[config.mk]
export PLATFORM = sky130hd
export DESIGN_NAME = gpc_port
export DESIGN_NICKNAME = d
export VERILOG_FILES = /design/src/logic/gpc_sync.v /design/src/logic/gpc_port.v
export VERILOG_INCLUDE_DIRS = /design/src /design/src/logic
export SDC_FILE = /design/constraint.sdc
export NUM_CORES = 1
export LEC_CHECK = 0
export BUFFER_PORTS_ARGS = -buffer_cell sky130_fd_sc_hd__buf_2
export CAP_MARGIN = 20
export CORE_ASPECT_RATIO = 2
export CORE_MARGIN = 2
export CORE_UTILIZATION = 40
export CTS_CLUSTER_DIAMETER = 120
export DETAILED_ROUTE_END_ITERATION = 16
export SYNTH_ARGS = -nofsm -noshare
export SYNTH_HDL_FRONTEND = slang
export SYNTH_SLANG_ARGS = --single-unit
[constraint.sdc]
create_clock -name clk -period 5.1 [get_ports clk]
set_input_delay 0 -clock clk [delete_from_list [all_inputs] [get_ports clk]]
set_output_delay 0 -clock clk [all_outputs]
set_load 0.1 [all_outputs]
[src/logic/gpc_map.vh]
`ifndef GPC_MAP_VH
`define GPC_MAP_VH

// ----------------------------------------
// I/O register offsets
// ----------------------------------------
`define GPC_ADDR_INPUT    8'h20
`define GPC_ADDR_DIR      8'h21
`define GPC_ADDR_DATA     8'h22
`define GPC_ADDR_FLAG     8'h30
`define GPC_ADDR_MCU      8'h31
`define GPC_ADDR_CTRL     8'h60
`define GPC_ADDR_MASK0    8'h6b
`define GPC_ADDR_MASK1    8'h6c
`define GPC_ADDR_MASK2    8'h6d

// ----------------------------------------
// Field positions and reset values
// ----------------------------------------
`define GPC_CTRL_EN0      0
`define GPC_CTRL_EN1      1
`define GPC_CTRL_EN2      2
`define GPC_FLAG_PCF0     0
`define GPC_MCU_PUD       4
`define GPC_RST_BYTE      8'h00
`define GPC_RST_CTRL      3'h0
`define GPC_RST_MASK1     7'h00
`define GPC_ZERO_BIT      1'h0

`endif

[src/logic/gpc_sync.v]
`timescale 1ns/100ps
`include "gpc_map.vh"
// ----------------------------------------
// Pin input synchronizer
// ----------------------------------------
module gpc_sync (
	// Clock and reset
	input  wire       clk,
	input  wire       reset,
	// Pins and synchronized result
	input  wire [7:0] async_in,
	output reg  [7:0] sync_out
);

	// Holds what the pin showed while the clock was high
	reg [7:0] hold_low;

	// latch stage
	// Capture at the falling edge, same value a closing latch keeps
	always @(negedge clk) begin
		if (reset) begin
			hold_low <= `GPC_RST_BYTE;
		end else begin
			hold_low <= async_in;
		end
	end

	// register stage
	// Only this flop reads the first stage
	always @(posedge clk) begin
		if (reset) begin
			sync_out <= `GPC_RST_BYTE;
		end else begin
			sync_out <= hold_low;
		end
	end

endmodule

[src/logic/gpc_port.v]
`timescale 1ns/100ps
`include "gpc_map.vh"
// ----------------------------------------
// General I/O port with pin-change masks
// ----------------------------------------
module gpc_port (
	// Clock and reset
	input  wire       clk,
	input  wire       reset,
	// I/O register access
	input  wire [7:0] io_addr,
	input  wire [7:0] io_wdata,
	input  wire       io_write,
	input  wire       io_read,
	input  wire       io_bit_set,
	input  wire       io_bit_clear,
	input  wire [2:0] io_bit_sel,
	output reg  [7:0] io_rdata,
	// Processor side
	input  wire       global_int_enable,
	input  wire       irq_ack_group0,
	output reg        irq_group0,
	// Synchronized levels of the other groups
	input  wire [6:0] group1_pins,
	input  wire [7:0] group2_pins,
	output reg        pc_req_group1,
	output reg        pc_req_group2,
	// Port pins
	input  wire [7:0] pin_in,
	output reg  [7:0] pin_out,
	output wire [7:0] pin_oe,
	output wire [7:0] pin_pullup
);

	// ----------------------------------------
	// Functions
	// ----------------------------------------

	// One-hot byte for a bit index
	function [7:0] gpc_onehot;
		input [2:0] sel;
		begin
			gpc_onehot = 8'h01 << sel;
		end
	endfunction

	// Effective new value of a read/write register
	function [7:0] gpc_merge;
		input [7:0] cur;
		input [7:0] wdata;
		input       wr;
		input       bset;
		input       bclr;
		input [2:0] sel;
		begin
			if (bset) begin
				gpc_merge = cur | gpc_onehot(sel);
			end else if (bclr) begin
				gpc_merge = cur & ~gpc_onehot(sel);
			end else if (wr) begin
				gpc_merge = wdata;
			end else begin
				gpc_merge = cur;
			end
		end
	endfunction

	// Value seen by a write-one-to-act location
	function [7:0] gpc_strobe;
		input [7:0] wdata;
		input       wr;
		input       bset;
		input [2:0] sel;
		begin
			if (bset) begin
				gpc_strobe = gpc_onehot(sel);
			end else if (wr) begin
				gpc_strobe = wdata;
			end else begin
				gpc_strobe = 8'h00;
			end
		end
	endfunction

	// ----------------------------------------
	// Registers and state
	// ----------------------------------------

	reg  [7:0] port_direction_reg;
	reg  [7:0] port_output_data_reg;
	reg  [7:0] pin_change_mask_group0;
	reg  [6:0] pin_change_mask_group1;
	reg  [7:0] pin_change_mask_group2;
	reg  [2:0] pin_change_control_reg;
	reg        pin_change_flag_group0;
	reg        global_pullup_disable;
	reg  [7:0] port_prev;
	reg  [6:0] group1_prev;
	reg  [7:0] group2_prev;
	reg  [7:0] drive_en;
	reg  [7:0] pull_en;

	wire [7:0] port_input_pins_reg;
	wire       any_access;
	wire       sel_input;
	wire       sel_dir;
	wire       sel_data;
	wire       sel_flag;
	wire       sel_mcu;
	wire       sel_ctrl;
	wire       sel_mask0;
	wire       sel_mask1;
	wire       sel_mask2;

	reg  [7:0] next_direction;
	reg  [7:0] next_data;
	reg  [7:0] toggle_bits;
	reg  [7:0] flag_clear_bits;
	reg  [7:0] next_mcu;
	reg  [7:0] next_ctrl;
	reg  [7:0] next_mask0;
	reg  [7:0] next_mask1;
	reg  [7:0] next_mask2;
	reg  [7:0] next_rdata;
	reg        change_group0;
	reg        change_group1;
	reg        change_group2;
	reg        next_flag;

	// ----------------------------------------
	// Pin synchronizer
	// ----------------------------------------

	// pin readback path
	// Direction does not gate the path, so outputs read back too
	gpc_sync u_sync (
		.clk      (clk),
		.reset    (reset),
		.async_in (pin_in),
		.sync_out (port_input_pins_reg)
	);

	// ----------------------------------------
	// Address decode
	// ----------------------------------------

	assign any_access = io_write | io_bit_set | io_bit_clear;
	assign sel_input  = (io_addr == `GPC_ADDR_INPUT);
	assign sel_dir    = (io_addr == `GPC_ADDR_DIR);
	assign sel_data   = (io_addr == `GPC_ADDR_DATA);
	assign sel_flag   = (io_addr == `GPC_ADDR_FLAG);
	assign sel_mcu    = (io_addr == `GPC_ADDR_MCU);
	assign sel_ctrl   = (io_addr == `GPC_ADDR_CTRL);
	assign sel_mask0  = (io_addr == `GPC_ADDR_MASK0);
	assign sel_mask1  = (io_addr == `GPC_ADDR_MASK1);
	assign sel_mask2  = (io_addr == `GPC_ADDR_MASK2);

	// Next values of the writable registers
	always @* begin
		next_direction  = port_direction_reg;
		next_mcu        = {3'h0, global_pullup_disable, 4'h0};
		next_ctrl       = {5'h00, pin_change_control_reg};
		next_mask0      = pin_change_mask_group0;
		next_mask1      = {1'b0, pin_change_mask_group1};
		next_mask2      = pin_change_mask_group2;
		toggle_bits     = 8'h00;
		flag_clear_bits = 8'h00;
		next_data       = port_output_data_reg;
		// single-bit operations
		// The merge keeps every unaddressed bit as it stands
		if (sel_dir) begin
			next_direction = gpc_merge(port_direction_reg, io_wdata,
				io_write, io_bit_set, io_bit_clear, io_bit_sel);
		end else if (sel_data) begin
			next_data = gpc_merge(port_output_data_reg, io_wdata,
				io_write, io_bit_set, io_bit_clear, io_bit_sel);
		end else if (sel_input) begin
			toggle_bits = gpc_strobe(io_wdata, io_write,
				io_bit_set, io_bit_sel);
		end else if (sel_flag) begin
			flag_clear_bits = gpc_strobe(io_wdata, io_write,
				io_bit_set, io_bit_sel);
		end else if (sel_mcu) begin
			next_mcu = gpc_merge(next_mcu, io_wdata,
				io_write, io_bit_set, io_bit_clear, io_bit_sel);
		end else if (sel_ctrl) begin
			next_ctrl = gpc_merge(next_ctrl, io_wdata,
				io_write, io_bit_set, io_bit_clear, io_bit_sel);
		end else if (sel_mask0) begin
			next_mask0 = gpc_merge(next_mask0, io_wdata,
				io_write, io_bit_set, io_bit_clear, io_bit_sel);
		end else if (sel_mask1) begin
			next_mask1 = gpc_merge(next_mask1, io_wdata,
				io_write, io_bit_set, io_bit_clear, io_bit_sel);
		end else if (sel_mask2) begin
			next_mask2 = gpc_merge(next_mask2, io_wdata,
				io_write, io_bit_set, io_bit_clear, io_bit_sel);
		end
		// toggle through the input location
		// Independent of direction, zeros leave data alone
		next_data = next_data ^ toggle_bits;
	end

	// ----------------------------------------
	// Register storage
	// ----------------------------------------

	// Port and control registers
	always @(posedge clk) begin
		if (reset) begin
			// pins leave reset as plain inputs
			port_direction_reg     <= `GPC_RST_BYTE;
			port_output_data_reg   <= `GPC_RST_BYTE;
			pin_change_mask_group0 <= `GPC_RST_BYTE;
			pin_change_mask_group1 <= `GPC_RST_MASK1;
			pin_change_mask_group2 <= `GPC_RST_BYTE;
			pin_change_control_reg <= `GPC_RST_CTRL;
			global_pullup_disable  <= `GPC_ZERO_BIT;
		end else if (any_access) begin
			port_direction_reg     <= next_direction;
			port_output_data_reg   <= next_data;
			pin_change_mask_group0 <= next_mask0;
			pin_change_mask_group1 <= next_mask1[6:0];
			pin_change_mask_group2 <= next_mask2;
			pin_change_control_reg <= next_ctrl[2:0];
			global_pullup_disable  <= next_mcu[`GPC_MCU_PUD];
		end
	end

	// ----------------------------------------
	// Pin drivers
	// ----------------------------------------

	// Driver and pull-up state per pin
	always @(posedge clk) begin
		if (reset) begin
			drive_en <= `GPC_RST_BYTE;
			pull_en  <= `GPC_RST_BYTE;
			pin_out  <= `GPC_RST_BYTE;
		end else begin
			drive_en <= next_direction;
			pin_out  <= next_data;
			// pull-up only on inputs with data one
			pull_en  <= ~next_direction & next_data &
				{8{~next_mcu[`GPC_MCU_PUD]}};
		end
	end

	// reset tri-states the pins
	// Gated by reset itself so no clock edge is needed
	assign pin_oe     = drive_en & {8{~reset}};
	assign pin_pullup = pull_en & {8{~reset}};

	// ----------------------------------------
	// Pin change detection
	// ----------------------------------------

	always @(posedge clk) begin
		if (reset) begin
			port_prev   <= `GPC_RST_BYTE;
			group1_prev <= `GPC_RST_MASK1;
			group2_prev <= `GPC_RST_BYTE;
		end else begin
			port_prev   <= port_input_pins_reg;
			group1_prev <= group1_pins;
			group2_prev <= group2_pins;
		end
	end

	// Masked and enabled changes of each group
	always @* begin
		change_group0 = pin_change_control_reg[`GPC_CTRL_EN0] &
			(|((port_input_pins_reg ^ port_prev) &
			pin_change_mask_group0));
		change_group1 = pin_change_control_reg[`GPC_CTRL_EN1] &
			(|((group1_pins ^ group1_prev) & pin_change_mask_group1));
		change_group2 = pin_change_control_reg[`GPC_CTRL_EN2] &
			(|((group2_pins ^ group2_prev) & pin_change_mask_group2));
		// clear by service or by a written one
		next_flag = pin_change_flag_group0;
		if (irq_ack_group0 | flag_clear_bits[`GPC_FLAG_PCF0]) begin
			next_flag = 1'b0;
		end
		// set on a masked change
		// Set after the clear so a same-cycle event is kept
		if (change_group0) begin
			next_flag = 1'b1;
		end
	end

	// Flag, request lines and interrupt
	always @(posedge clk) begin
		if (reset) begin
			pin_change_flag_group0 <= `GPC_ZERO_BIT;
			pc_req_group1          <= `GPC_ZERO_BIT;
			pc_req_group2          <= `GPC_ZERO_BIT;
			irq_group0             <= `GPC_ZERO_BIT;
		end else begin
			pin_change_flag_group0 <= next_flag;
			// One-cycle requests for the flag owners of groups 1, 2
			pc_req_group1          <= change_group1;
			pc_req_group2          <= change_group2;
			// request needs global, enable and flag
			irq_group0             <= next_flag & global_int_enable &
				next_ctrl[`GPC_CTRL_EN0];
		end
	end

	// ----------------------------------------
	// Read path
	// ----------------------------------------

	// Read mux; unmapped addresses return zero
	always @* begin
		next_rdata = 8'h00;
		if (sel_input) begin
			// value shows half to one and a half cycles after the pin settles
			next_rdata = port_input_pins_reg;
		end else if (sel_dir) begin
			next_rdata = port_direction_reg;
		end else if (sel_data) begin
			next_rdata = port_output_data_reg;
		end else if (sel_flag) begin
			next_rdata = {7'h00, pin_change_flag_group0};
		end else if (sel_mcu) begin
			next_rdata = {3'h0, global_pullup_disable, 4'h0};
		end else if (sel_ctrl) begin
			next_rdata = {5'h00, pin_change_control_reg};
		end else if (sel_mask0) begin
			next_rdata = pin_change_mask_group0;
		end else if (sel_mask1) begin
			next_rdata = {1'b0, pin_change_mask_group1};
		end else if (sel_mask2) begin
			next_rdata = pin_change_mask_group2;
		end
	end

	// Read data is held until the next read
	always @(posedge clk) begin
		if (reset) begin
			io_rdata <= `GPC_RST_BYTE;
		end else if (io_read) begin
			io_rdata <= next_rdata;
		end
	end

	// no cross-pin coupling
	// Every pin is driven by its own bits only, so a pin handed to
	// another function elsewhere leaves its neighbours untouched.

endmodule

Word level (Yosys, flattened, before mapping):

Index checks and enable logic that the tools add are counted.
Widths: inputs -> output; s select.

* $add $sub $neg: 0
* multiply operators: 0
* div/mod/pow operators: 0
* magnitude comparators: 0
* eq/ne operators: 9
* shift-type cells: 1
* multiplexer cells: 54
* bitwise logic cells: 45
* reduce and logical (&&, ||, !) cells: 8

Operator list (number)
* $mux 8: 28
* $and 8x8->8: 10
* $eq 8x6->1 const B: 5
* $mux 5: 8
* $eq 8x7->1 const B: 4
* $or 8x8->8: 4
* $xor 8x8->8: 3
* $mux 7: 3
* $not 8->8: 2
* $reduce_or 8->1: 2
* $and 7x7->7: 2
* $mux 1: 12
* $reduce_and 11->1: 1
* $not 1->1: 10
* $reduce_and 10->1: 1
* $mux 3: 3
* $reduce_and 9->1: 1
* $reduce_and 8->1: 1
* $shl 1x3->8 const A: 1
* $or 7x7->7: 1
* $reduce_or 7->1: 1
* $xor 7x7->7: 1
* $and 1x1->1: 5
* $and 5x5->5: 1
* 5 further kinds: 7

* register bits after elaboration: 118
* latch bits: 0
* RAM bits: 0
* bits in read-only memories: 0
* output and inout bits: 35
* logic and storage cells: 138
* memories: 0

Logic depth before layout (Yosys ltp):

* word-level depth: 12
* depth in mapped cells: 8
* mapped depth without buffers: 5

Hierarchy:

Synthesis repeated with hierarchy kept, for this count alone.

* cells, all modules: 660
* area total of the unflattened synthesis: 5716.7 sq um

By module, submodules not included
* gpc_port: instances 1, cells each 626, area each 5248.8 sq um
* gpc_sync: instances 1, cells each 34, area each 467.9 sq um

==> out/summary.json <==
{
  "logic_synthesis": {
    "synthCells": 655,
    "mappedNetlistNets": 705,
    "postSynthRegisterBits": 118,
    "ys_seq_area_share_pct": 41.7,
    "synth_async_sr_flop_share_pct": 0,
    "post_synthesis_mean_instance_area_um2": 8.66,
    "synth_enable_flop_cells": 0,
    "ys_warn_count": 0,
    "distinct_cell_type_count_after_synthesis": 73,
    "post_synth_instance_area_mm2": 0.00567,
    "postSynth.topFlopCell": "sky130_fd_sc_hd__dfxtp_1"
  },
  "clock_tree": {
    "clkTransAtPathRegs_ps": 60,
    "cts_sink_cnt": 118,
    "clock-root-buffer": "sky130_fd_sc_hd__clkbuf_16",
    "cts.repair_timing.setup_buffer_count": 0,
    "cts_tree": "done",
    "h-tree-depth": 4,
    "clock_tree.buffer_depth": 2,
    "cts_buffers": 17,
    "clock_latency_ps": 440
  },
  "timing": {
    "fin_worst_hold_slack_ps": 16.6,
    "fin_setup_tns_ps": 0,
    "final_hold_viol_count": 0,
    "maxSlewViolCount": 0,
    "rsz_0062_raised_after_global_routing": "no",
    "tightest_slew_ps": 1030,
    "endpoints_failing_setup": 0,
    "timing.max_slew.rel_slack_pct": 30.5,
    "skew_ps": 31.4
  },
  "route": {
    "first_pass_iters": 7,
    "average_via_count_per_standard_cell": 5.74,
    "drt.antenna.violating_nets": 0,
    "vias": 5435,
    "drtIter0Drc": 441,
    "detail_route.wl_per_cell_um": 20.4,
    "routed_wirelength_um": 19300,
    "count_of_unresolved_drc_violations_after_routing": 0
  },
  "setup_path": {
    "path_cells": "dlygate4sd3_1, buf_4, nor2b_1",
    "slowest_delay_ps": 530,
    "path_max_fanout": 41,
    "crit_path_top_delay_cell": "sky130_fd_sc_hd__dlygate4sd3_1",
    "start_kind": "primary input",
    "critical_path.n_buffers_inverters": 2,
    "worst_setup_path_end_kind": "register",
    "critPathTopFamily": "buffers and inverters",
    "setup.worst_path.class": "primary input to register",
    "worst_ep_required_time_ps": 2850,
    "cp_data_arrival_time_ps": 980
  },
  "power_and_ir_drop": {
    "power.ir.vdd_worst_mv": 0.240,
    "static-leakage-power_nw": 2.79,
    "powerDensity_mw_per_mm2": 334,
    "power_mw": 2.34
  },
  "layout": {
    "area_delta_synth_final_pct": 23.2,
    "design.final.nets": 794,
    "drive_gt1_share_pct": 18.0
  },
  "floorplanning": {
    "num_rows": 61,
    "die_h_um": 172,
    "die_w_um": 88.2,
    "die_area_mm2": 0.0152,
    "initial_utilization_pct": 40.8,
    "io_pins": 85,
    "placeableCoreArea_mm2": 0.0139
  },
  "global_routing": {
    "globalRouteMet1Util_pct": 26.7,
    "globalRouteMet2Util_pct": 45.8,
    "grt_max_degree": 68,
    "grt_pass1_vias": 5364,
    "grtUsageTotal_pct": 25.9,
    "grt_antenna_before_repair": 0,
    "met3_usage_pct": 4.73,
    "grt_overflow_total": 0,
    "global_route_layer_with_the_greatest_usage": "met2",
    "wire_length_of_the_first_global_routing_pass_um": 29200
  },
  "placed_design": {
    "buffer_ports.inserted": 84,
    "hpwlAfterDp_um": 14300,
    "weighted_congestion_at_the_end_of_routability_driven_global_placement": 0.981
  },
  "worst_hold_path": {
    "hold_path.class": "primary input to register"
  },
  "flow_run": {
    "cap_violations": 0
  },
  "status": {
    "outcome": "finished, final reports clean"
  }
}
## repair_timing
action	CTS	global route
hold endpoints to repair	31	0
gates resized for setup	0	0
hold buffers	23	0
## cells by family after synthesis
family | Yosys count | synth area share, %
simple gates | 251 | 25.1
compound gates | 190 | 23.1
flops | 118 | 41.7
buf+inv | 60 | 4.39
xor+xnor | 30 | 4.63
mux | 6 | 1.13
## worst paths after layout
path                       from                        end  slack, ps  cells after the start
max                       reset         u_sync.hold_low[1]       1870                      3
min                 io_wdata[4]  pin_change_mask_group1[4]         20                      3
max reg2reg  u_sync.hold_low[0]         u_sync.sync_out[0]       1970                      1
min reg2reg         io_rdata[6]                io_rdata[6]        440                      2
## routing by layer
| metal | vias to the layer above | part of all wire (%) | wire length, µm |
|---|---|---|---|
| met4 | 0 | 7.1 | 1370 |
| met1 | 2622 | 36 | 6850 |
| met3 | 64 | 4.3 | 828 |
| met2 | 205 | 53 | 10200 |
| met5 | - | 0 | 0 |
| li1 | 2544 | - | - |
## final cells by class
type | count | area (µm²)
antenna | 1 | 2.50
inverter | 12 | 45.0
tap | 189 | 236
clock buffer | 18 | 450
timing repair buffer | 110 | 676
clock inverter | 22 | 156
multi-input combinational | 477 | 3060
fill | 1369 | 6900
sequential | 118 | 2360
## worst min-delay path, delay by kind of cell
kind / cells / cell delay (ps)
simple gates: 1 / 130
compound gates: 1 / 110
buf+inv: 1 / 140
## Yosys cell counts (3+ instances only)
master / number / share of area (%)
sky130_fd_sc_hd__nor3b_1: 4 / 0.53
sky130_fd_sc_hd__o21ai_1: 12 / 1.1
sky130_fd_sc_hd__o21ai_0: 19 / 1.7
sky130_fd_sc_hd__a32o_1: 4 / 0.71
sky130_fd_sc_hd__nand3_1: 9 / 0.79
sky130_fd_sc_hd__a2111oi_2: 3 / 0.79
sky130_fd_sc_hd__mux2i_1: 3 / 0.53
sky130_fd_sc_hd__xor2_1: 25 / 3.9
sky130_fd_sc_hd__nor4bb_1: 3 / 0.53
sky130_fd_sc_hd__o22ai_1: 9 / 0.99
sky130_fd_sc_hd__o211ai_1: 11 / 1.5
sky130_fd_sc_hd__and2_1: 9 / 0.99
sky130_fd_sc_hd__a211oi_1: 12 / 1.6
sky130_fd_sc_hd__xnor2_1: 5 / 0.77
sky130_fd_sc_hd__or3_1: 5 / 0.55
sky130_fd_sc_hd__nor2_1: 53 / 3.5
sky130_fd_sc_hd__mux2_2: 3 / 0.60
sky130_fd_sc_hd__nor2b_1: 69 / 7.6
sky130_fd_sc_hd__nand2_1: 37 / 2.4
sky130_fd_sc_hd__inv_1: 13 / 0.86
sky130_fd_sc_hd__a311oi_1: 4 / 0.62
sky130_fd_sc_hd__and3_1: 6 / 0.66
sky130_fd_sc_hd__o2bb2ai_1: 3 / 0.46
sky130_fd_sc_hd__a21oi_1: 43 / 3.8
sky130_fd_sc_hd__nor3_1: 13 / 1.1
sky130_fd_sc_hd__nand2b_1: 9 / 0.99
sky130_fd_sc_hd__a211o_1: 4 / 0.62
sky130_fd_sc_hd__a22oi_1: 15 / 2.0
sky130_fd_sc_hd__buf_2: 7 / 0.62
sky130_fd_sc_hd__or4bb_1: 4 / 0.79
sky130_fd_sc_hd__nand4_1: 5 / 0.55
sky130_fd_sc_hd__o31ai_1: 5 / 0.66
sky130_fd_sc_hd__o21a_1: 4 / 0.53
sky130_fd_sc_hd__a21o_1: 8 / 1.1
sky130_fd_sc_hd__a31oi_1: 10 / 1.1
sky130_fd_sc_hd__o32ai_1: 3 / 0.46
sky130_fd_sc_hd__and4b_1: 4 / 0.71
sky130_fd_sc_hd__dfxtp_1: 118 / 42
sky130_fd_sc_hd__clkbuf_1: 36 / 2.4
## cells in the final DEF, fill, tap and decap left out, types with 4 or more instances in the layout
cell type                       count
sky130_fd_sc_hd__a211o_1            4
sky130_fd_sc_hd__a211oi_1          12
sky130_fd_sc_hd__a21o_1             8
sky130_fd_sc_hd__a21oi_1           43
sky130_fd_sc_hd__a22oi_1           15
sky130_fd_sc_hd__a311oi_1           4
sky130_fd_sc_hd__a31oi_1           10
sky130_fd_sc_hd__a32o_1             4
sky130_fd_sc_hd__and2_1             9
sky130_fd_sc_hd__and3_1             6
sky130_fd_sc_hd__and4b_1            4
sky130_fd_sc_hd__buf_2             83
sky130_fd_sc_hd__buf_4              4
sky130_fd_sc_hd__clkbuf_16         18
sky130_fd_sc_hd__clkinv_4           4
sky130_fd_sc_hd__dfxtp_1          118
sky130_fd_sc_hd__dlygate4sd3_1     23
sky130_fd_sc_hd__inv_1             20
sky130_fd_sc_hd__inv_6              4
sky130_fd_sc_hd__inv_8              4
sky130_fd_sc_hd__nand2_1           37
sky130_fd_sc_hd__nand2b_1           9
sky130_fd_sc_hd__nand3_1            9
sky130_fd_sc_hd__nand4_1            5
sky130_fd_sc_hd__nor2_1            53
sky130_fd_sc_hd__nor2b_1           69
sky130_fd_sc_hd__nor3_1            13
sky130_fd_sc_hd__nor3b_1            4
sky130_fd_sc_hd__o211ai_1          11
sky130_fd_sc_hd__o21a_1             4
sky130_fd_sc_hd__o21ai_0           19
sky130_fd_sc_hd__o21ai_1           12
sky130_fd_sc_hd__o22ai_1            9
sky130_fd_sc_hd__o31ai_1            5
sky130_fd_sc_hd__or3_1              5
sky130_fd_sc_hd__or4bb_1            4
sky130_fd_sc_hd__xnor2_1            5
sky130_fd_sc_hd__xor2_1            25
## where the power goes
group,internal (mW),switching (mW)
Combinational,0.0701,0.138
Sequential,0.940,0.00924
Clock,0.679,0.500
## per-stage QoR
stage	util, %	instances	worst slack, ps	instance area, µm²
4_1_cts	50.3	946	1870	6990
3_5_place_dp	44.3	884	1970	6150
5_1_grt	50.3	946	1800	6990
2_1_floorplan	-	655	1590	5670
6_report	50.3	947	1870	6990
3_3_place_gp	44.3	884	2010	6150
Note: power is estimated with default switching activity, not from simulation.
